**config.mk**
```make
export PLATFORM = sky130hd
export DESIGN_NAME = led_shift_latch
export DESIGN_NICKNAME = d
export VERILOG_FILES = /design/src/pkg/led_pkg.sv /design/src/pkg/pin_edge_if.sv /design/src/rtl/pin_sync.sv /design/src/rtl/led_shift_latch.sv
export SDC_FILE = /design/constraint.sdc
export NUM_CORES = 1
export LEC_CHECK = 0
export BUFFER_PORTS_ARGS = -buffer_cell sky130_fd_sc_hd__buf_2
export CORE_MARGIN = 8
export CORE_UTILIZATION = 39
export CTS_BUF_LIST = sky130_fd_sc_hd__clkbuf_4 sky130_fd_sc_hd__clkbuf_8 sky130_fd_sc_hd__clkbuf_16
export DETAILED_ROUTE_END_ITERATION = 10
export GPL_ROUTABILITY_DRIVEN = 0
export PLACE_DENSITY = 0.54
export SETUP_SLACK_MARGIN = 0.4
export SKIP_CTS_REPAIR_TIMING = 1
export SYNTH_ARGS = -nofsm -noshare
export SYNTH_HDL_FRONTEND = slang
export SYNTH_SLANG_ARGS = --single-unit
```
**constraint.sdc**
```tcl
create_clock -name clk_sys -period 6.3 [get_ports clk_sys]
set_clock_uncertainty 0.2 [all_clocks]
set_input_delay 0.315 -clock clk_sys [delete_from_list [all_inputs] [get_ports clk_sys]]
set_output_delay 0.315 -clock clk_sys [all_outputs]
set_load 0.005 [all_outputs]
```
**src/pkg/led_pkg.sv**
```systemverilog
// package: widths, reset values, status layout and pin idle levels for the led sink shift/latch block
// assumes: one system clock; all serial pins arrive asynchronously
package led_pkg;
    localparam int CHANNELS = 16;
    localparam int SYNC_STAGES = 2;
    localparam logic [15:0] LATCH_RESET = 16'h0000;
    localparam logic [15:0] SHIFT_RESET = 16'h0000;
    localparam logic [15:0] STATUS_ALL_ONES = 16'hFFFF;
    // synchroniser reset image {blank, latch, data, shift}: blank idles high
    localparam logic [3:0] PIN_IDLE = 4'h8;
    localparam int CLK_PERIOD_NS = 100;
endpackage

```
**src/pkg/pin_edge_if.sv**
```systemverilog
// interface: synchronised pin levels and their rising edges
// assumes: driven by pin_sync, read by the main module on clk_sys
`timescale 1ns/1ps
interface pin_edge_if;
    logic shiftRise;
    logic latchRise;
    logic blankRise;
    logic blankLevel;
    logic dataLevel;
    modport producer (output shiftRise, latchRise, blankRise, blankLevel, dataLevel);
    modport consumer (input shiftRise, latchRise, blankRise, blankLevel, dataLevel);
endinterface

```
**src/rtl/pin_sync.sv**
```systemverilog
// module: two-flop synchronisers and edge detectors for the serial pins
// assumes: pins change slower than clk_sys (link clock period 800 ns)
`timescale 1ns/1ps
module pin_sync (
    input wire logic clk_sys,
    input wire logic rst,
    input wire logic shiftClock,
    input wire logic serial_in,
    input wire logic latch_pulse,
    input wire logic blank,
    pin_edge_if.producer edges
);
    logic [3:0] stage1;
    logic [3:0] stage2;
    logic [3:0] stage3;
    logic [3:0] next_stage1;
    logic [3:0] next_stage2;
    logic [3:0] next_stage3;

    // first stage feeds only the second; third stage holds the prior value for edges
    always_comb begin
        next_stage1 = {blank, latch_pulse, serial_in, shiftClock};
        next_stage2 = stage1;
        next_stage3 = stage2;
    end

    // reset to the pins' idle levels so release shows no false blank rise
    always_ff @(posedge clk_sys or posedge rst) begin
        if (rst) begin
            stage1 <= led_pkg::PIN_IDLE;
            stage2 <= led_pkg::PIN_IDLE;
            stage3 <= led_pkg::PIN_IDLE;
        end else begin
            stage1 <= next_stage1;
            stage2 <= next_stage2;
            stage3 <= next_stage3;
        end
    end

    // data sampled from stage3 so it is the level at the clock edge, aligned with shiftRise
    assign edges.shiftRise = stage2[0] & ~stage3[0];
    assign edges.dataLevel = stage3[1];
    assign edges.latchRise = stage2[2] & ~stage3[2];
    assign edges.blankRise = stage2[3] & ~stage3[3];
    assign edges.blankLevel = stage2[3];
endmodule // pin_sync

```
**src/rtl/led_shift_latch.sv**
```systemverilog
// module: serial on/off control path of a 16-channel led sink driver
// assumes: pins are asynchronous to clk_sys and much slower than it
`timescale 1ns/1ps
module led_shift_latch #(
    parameter int CHANNELS = led_pkg::CHANNELS
) (
    input wire logic clk_sys,
    input wire logic rst,
    input wire logic shiftClock,
    input wire logic serial_in,
    input wire logic latch_pulse,
    input wire logic blank,
    input wire logic [CHANNELS-1:0] open_led_flag,
    input wire logic thermal_warning_flag,
    output logic [CHANNELS-1:0] sink_output,
    output logic serial_out
);
    pin_edge_if edges ();
    logic [CHANNELS-1:0] shiftReg;
    logic [CHANNELS-1:0] onLatch;
    logic [CHANNELS-1:0] status_capture;
    logic [CHANNELS-1:0] next_shiftReg;
    logic [CHANNELS-1:0] next_onLatch;
    logic [CHANNELS-1:0] next_status_capture;
    logic [CHANNELS-1:0] openSync1;
    logic [CHANNELS-1:0] openSync2;
    logic thermSync1;
    logic thermSync2;
    // next values of the status synchronisers
    logic [CHANNELS-1:0] next_openSync1;
    logic [CHANNELS-1:0] next_openSync2;
    logic next_thermSync1;
    logic next_thermSync2;
    logic [CHANNELS-1:0] sinkReg;
    logic [CHANNELS-1:0] next_sinkReg;

    pin_sync i_pin_sync (
        .clk_sys(clk_sys),
        .rst(rst),
        .shiftClock(shiftClock),
        .serial_in(serial_in),
        .latch_pulse(latch_pulse),
        .blank(blank),
        .edges(edges)
    );

    // status sense lines are analog-side levels, so they are synchronised too
    // bits cross one by one: a flag moving just as blank rises lands in this
    // capture or the next one, which a slow level flag tolerates
    always_comb begin
        next_openSync1 = open_led_flag;
        next_openSync2 = openSync1;
        next_thermSync1 = thermal_warning_flag;
        next_thermSync2 = thermSync1;
    end

    always_ff @(posedge clk_sys or posedge rst) begin
        if (rst) begin
            openSync1 <= '0;
            openSync2 <= '0;
            thermSync1 <= 1'h0;
            thermSync2 <= 1'h0;
        end else begin
            openSync1 <= next_openSync1;
            openSync2 <= next_openSync2;
            thermSync1 <= next_thermSync1;
            thermSync2 <= next_thermSync2;
        end
    end

    // status word: a thermal warning overrides every open-led bit
    function automatic logic [CHANNELS-1:0] statusWord(
        input logic [CHANNELS-1:0] openBits,
        input logic therm
    );
        statusWord = therm ? {CHANNELS{1'h1}} : openBits;
    endfunction

    // next state of shift register, latch and status latch
    // latch edge beats a coincident shift edge: the device forbids shifting that close anyway
    always_comb begin
        next_shiftReg = shiftReg;
        next_onLatch = onLatch;
        next_status_capture = status_capture;
        if (edges.latchRise) begin
            next_onLatch = shiftReg;
            next_shiftReg = status_capture;
        end else if (edges.shiftRise) begin
            next_shiftReg = {shiftReg[CHANNELS-2:0], edges.dataLevel};
        end
        if (edges.blankRise) begin
            next_status_capture = statusWord(openSync2, thermSync2);
        end
    end

    // reset gives a deterministic start in simulation; the real part powers up random
    always_ff @(posedge clk_sys or posedge rst) begin
        if (rst) begin
            shiftReg <= led_pkg::SHIFT_RESET;
            onLatch <= led_pkg::LATCH_RESET;
            status_capture <= '0;
        end else begin
            shiftReg <= next_shiftReg;
            onLatch <= next_onLatch;
            status_capture <= next_status_capture;
        end
    end

    // output stage: blank gates the latch on the next clk_sys edge, whatever the shift side does
    always_comb begin
        next_sinkReg = edges.blankLevel ? '0 : onLatch;
    end

    // registered so channel enables never glitch while latch and blank move together
    // reset keeps the sinks off until the controller has loaded a word
    always_ff @(posedge clk_sys or posedge rst) begin
        if (rst) begin
            sinkReg <= '0;
        end else begin
            sinkReg <= next_sinkReg;
        end
    end

    assign sink_output = sinkReg;
    assign serial_out = shiftReg[CHANNELS-1];
endmodule // led_shift_latch

```
; ---- Word level (Yosys, flattened, before mapping)
; Cells that the tools add are included.
[totals]
reg_bits = 110
inputBits = 23
output_inout_bits = 17
wordCells = 22
[op_classes]
n_mux = 4
bitwise = 6
reduce_logical = 1
[op_table]
columns = op, count
row1 = $mux 16, 4
row2 = $and 1x1->1, 3
row3 = $not 1->1, 3
row4 = $reduce_bool 2->1, 1

; ---- Logic depth before layout (Yosys ltp)
[logic_depth]
ltp_word = 4
depth_mapped = 6

; ---- Hierarchy
; From an unflattened synthesis, not the netlist that was laid out.
[hier_totals]
hier_cells = 256
area_unflattened_um2 = 3696.0
[by_module_without_submodules]
columns = mod, instances, cells_each, area_each_um2
row1 = led_shift_latch, 1, 240, 3347.0
row2 = pin_sync, 1, 16, 349.1

; ---- Least setup slack after synthesis
; OpenSTA, ideal clock, no wires.
[synth_timing]
path_kind = reg-to-reg
startpoint = register i_pin_sync.stage3[2]
endpoint = register shiftReg[12]
setup_ps = 125
arrival_ps = 1277
setup_slack_ps = 4698
path_stages_with_launch = 6
n_path_buf = 2
synth_period_minus_slack_ps = 1602
cell_sequence = dfrtp_1 nand2b_4 buf_6 o21ai_2 buf_4 mux2_4
[synth_via]
elab_chain_cells = 3
elab_cells_between_ends = 4
classes_between = 1 x mux / 2 x bitwise / 1 x reduce/logical
[synth_rtl]
columns = element, line
row1 = "start, declared", pin_sync.sv:15  ; logic [3:0] stage3;
row2 = "start signal, assigned", pin_sync.sv:32  ; stage3 <= led_pkg::PIN_IDLE;
row3 = "start signal, assigned", pin_sync.sv:36  ; stage3 <= next_stage3;
row4 = $not 1->1 (*), pin_sync.sv:43  ; assign edges.latchRise = stage2[2] & ~stage3[2];
row5 = $and 1x1->1 (*), pin_sync.sv:43
row6 = $mux 16 / $reduce_bool 2->1 (equally long branches), -
row7 = "end signal, assigned", led_shift_latch.sv:99  ; shiftReg <= led_pkg::SHIFT_RESET;
row8 = "end signal, assigned", led_shift_latch.sv:103  ; shiftReg <= next_shiftReg;
row9 = "end, declared", led_shift_latch.sv:19  ; logic [CHANNELS-1:0] shiftReg;
; Every way passes the cells marked *; elsewhere a longest branch is shown, timed or not.
; A chain may end at the register's enable or synchronous reset.

; ---- Worst setup path in the final report
[layout_timing]
startpoint = register i_pin_sync.stage2[3], in the netlist i_pin_sync.next_stage3[3]
endpoint = register status_capture[11]
[layout_via]
elab_chain_cells = 1
[layout_rtl]
columns = element, line
row1 = "start, declared", pin_sync.sv:14  ; logic [3:0] stage2;
row2 = "start signal, assigned", pin_sync.sv:31  ; stage2 <= led_pkg::PIN_IDLE;
row3 = "start signal, assigned", pin_sync.sv:35  ; stage2 <= next_stage2;
row4 = $and 1x1->1, pin_sync.sv:44  ; assign edges.blankRise = stage2[3] & ~stage3[3];
row5 = "end signal, assigned", led_shift_latch.sv:105  ; status_capture <= next_status_capture;
row6 = "end, declared", led_shift_latch.sv:21  ; logic [CHANNELS-1:0] status_capture;
; No other way between the ends.

==> impl_results.md <==
* Status: finished, final reports clean
* H-tree Lvls at 3
* Detailed Routing Iterations Pass 1 at 4
* Global-route wire length before repair at 8.84 mm
* Final total negative setup slack at 0 ns
* Pin slew with the least headroom to its limit at 0.992 ns
* Latest clock arrival within the worst-skew pair at 0.35 ns
* CTS Buffer Depth at 2
* Die height at 115 um
* Synth unique cells at 20
* Global-route usage over all layers at 8.59%
* Routed wire length at 5.25 mm
* Post-route fraction of the period consumed by the critical path at 32.6%
* Worst hold path type: register to register
* Core footprint at 0.00959 mm^2
* Area fraction of the dominant cell type after synthesis at 70.6%
* Aggregate global routing overflow at 0
* Cell family contributing the most delay on the critical path: simple AND/OR/NAND/NOR gates
* Yosys reg bits at 110
* Synth warnings at 0
* Initial antenna violation count at 0
* Kind of launch point of the worst setup path: register
* Arrival time at the worst endpoint at 2.05 ns
* Diodes inserted at 0
* Site row count at 36
* Leakage power total at 2.12 nW
* Cell types with the largest area share after synthesis: dfrtp_1 71%, mux2_4 8.7%, mux2_2 7.1%
* Critical Path End Type: register
* Start point of the worst min-delay path: next_openSync2[3]$_DFF_PP0_
* R2R Setup Slk at 4.25 ns
* HPWL after detailed placement at 3.36 mm
* Maximum net fanout on the critical path at 32
* Residual DRC at 0
* Max-Cap Viols at 0
* Effective utilization at floorplan at 39.5%
* Number of sinks handled by clock tree synthesis at 110
* Die Area at 0.0131 mm^2
* CTS root buf: clkbuf_8
* Die width at 115 um
* Worst endpoint required time at 6.30 ns
* Final nets at 325
* Critical Path Max Stage Delay at 0.76 ns
* Number of buffers created by CTS at 9
* Maximum clock frequency at 0.487 GHz
* Worst slew margin at 33.8%
* Cell Area, Synth at 0.00379 mm^2
* PwrDens at 351 mW/mm^2
* Critical path type: register to register
* Count of input and output buffers at 39
* Post-synth top area cell: dfrtp_1
* Worst path buffer plus inverter count at 0
* Cell area after layout at 0.00448 mm^2
* Mean post-synth cell area at 15.8 um^2
* Critical path startpoint: i_pin_sync.next_stage3[3]$_DFF_PP1_
* Clock tree from TritonCTS: done
* 1st-iter DRT viols at 50
* Total Power Consumption at 1.57 mW
* Maximum number of pins on one net before global-route repair at 78
* Synthesized Nets at 263
* Number of vias after detailed routing at 1834
* Unrepaired setup endpoints after global routing: false
* Number of placed I/O pins at 40
* Fraction of the yosys area taken by sequential cells at 72.7%
* Clock-pin slew reported for the worst setup and hold paths after clock tree synthesis at 0.10 ns
* Remaining antenna violation count after routing at 0
* Final worst path period need at 2.05 ns
* Instance count of the mapped netlist at 240
* WL per Instance at 11.9 um
* Vias in the first global route at 1900
* Number of failing setup endpoints in the final timing report at 0
* Count of filler cells inserted in the layout at 872
* Layout cells sized above 1 at 35.2%
* Routed via count divided by cell count at 4.17
* Post-DP Area at 0.00409 mm^2
* Worst R2R Start: i_pin_sync.next_stage3[3]$_DFF_PP1_
* Number of max-slew violations in the final report at 0
* Cells traversed along the worst timing path: nand2b_1 > nand2_1 > o21ai_0
* Slowest CP cell: dfstp_2
* Layout overhead on the synthesized area at 18.1%
* Peak ir drop on the vdd network at 0.000122 V
* Hold Fails Final Rpt at 0
-- through the flow --
step | hold slack (ns) | instances | worst slack [ns] | utilization [%]
finish | 0.156 | 440 | 4.25 | 46.7
global route | 0.166 | 440 | 4.02 | 46.7
CTS | -0.253 | 418 | 4.22 | 44.4
detailed placement | 0.135 | 402 | 4.23 | 42.6
global placement | 0.132 | 402 | 4.29 | 42.6
floorplan | 0.119 | 240 | 2.89 | -
-- synthesized netlist by cell type (all sizes together) --
cell	number
a31oi	1
buf	5
clkbuf	6
dfrtp	107
dfstp	3
inv	2
mux2	46
nand2	16
nand2b	2
nand3b	1
nor2	17
nor2b	16
o21ai	18
-- layout by cell type (no fill, tap or decap) --
cell           instances
a31oi_1                1
buf_2                 39
buf_4                  1
clkbuf_8               9
clkinv_2               3
clkinv_4               2
clkinvlp_4             1
dfrtp_1              107
dfstp_2                3
dlygate4sd3_1         22
inv_1                  1
inv_4                  1
inv_6                  1
mux2_2                24
mux2_4                22
nand2_1               16
nand2b_1               1
nand2b_4               1
nand3b_1               1
nor2_1                17
nor2b_1               16
o21ai_0               16
o21ai_1                1
o21ai_2                1
-- registers in the layout (all words and copies together) (netlist names) --
name                    flops
next_openSync2             16
onLatch                    16
openSync2                  16
shiftReg                   16
sink_output                16
status_capture             16
i_pin_sync.next_stage2      4
i_pin_sync.next_stage3      4
i_pin_sync.stage3           4
next_thermSync2             1
thermSync2                  1
-- where the power goes --
| part | switching (mW) | internal, mW |
|---|---|---|
| clock | 0.227 | 0.145 |
| combinational | 0.0828 | 0.190 |
| sequential | 0.0771 | 0.853 |
| total | 0.386 | 1.19 |
-- cells by family after synthesis --
| logic type | count (synthesis) | synth area share [%] |
|---|---|---|
| muxes | 46 | 15.8 |
| AOI/OAI and AO/OA | 19 | 2.64 |
| DFF | 110 | 72.7 |
| and+or+nand+nor | 52 | 6.63 |
| buffers and inverters | 13 | 2.24 |
-- final timing paths --
check	endpoint	cells after the start
setup reg to reg	status_capture[11]$_DFFE_PP0P_	3
hold reg to reg	openSync2[3]$_DFF_PP0_	0
setup / recovery	status_capture[11]$_DFFE_PP0P_	3
min in group asynchronous	i_pin_sync.next_stage2[2]$_DFF_PP0_	3
max in group asynchronous	shiftReg[3]$_DFFE_PP0P_	4
hold / removal	openSync2[3]$_DFF_PP0_	0
-- cell type report --
| cell class | count | area [um^2] | area share, % |
|---|---|---|---|
| multi-input cells | 117 | 952 | 21.3 |
| repair buffers | 62 | 423 | 9.44 |
| flip-flops and latches | 110 | 2760 | 61.5 |
| inverters | 2 | 10.0 | 0.223 |
| clock buffers | 9 | 124 | 2.76 |
| clock inverters | 7 | 48.8 | 1.09 |
| well taps | 133 | 166 | 3.71 |
-- worst reg2reg max path, delay by kind of cell (launching register included) --
| family | cells | cell delay, ns |
|---|---|---|
| compound gates | 1 | 0.11 |
| simple gates | 2 | 0.83 |
| flops | 1 | 0.76 |
-- metal layers --
metal	vias to the layer above	track usage, %	wire (um)
met2	37	13.0	2340
met3	6	2.22	240
met1	875	10.8	2570
met4	0	5.32	102
met5	-	0	0
li1	916	-	-
No activity file was read; power rests on OpenSTA's default activity.
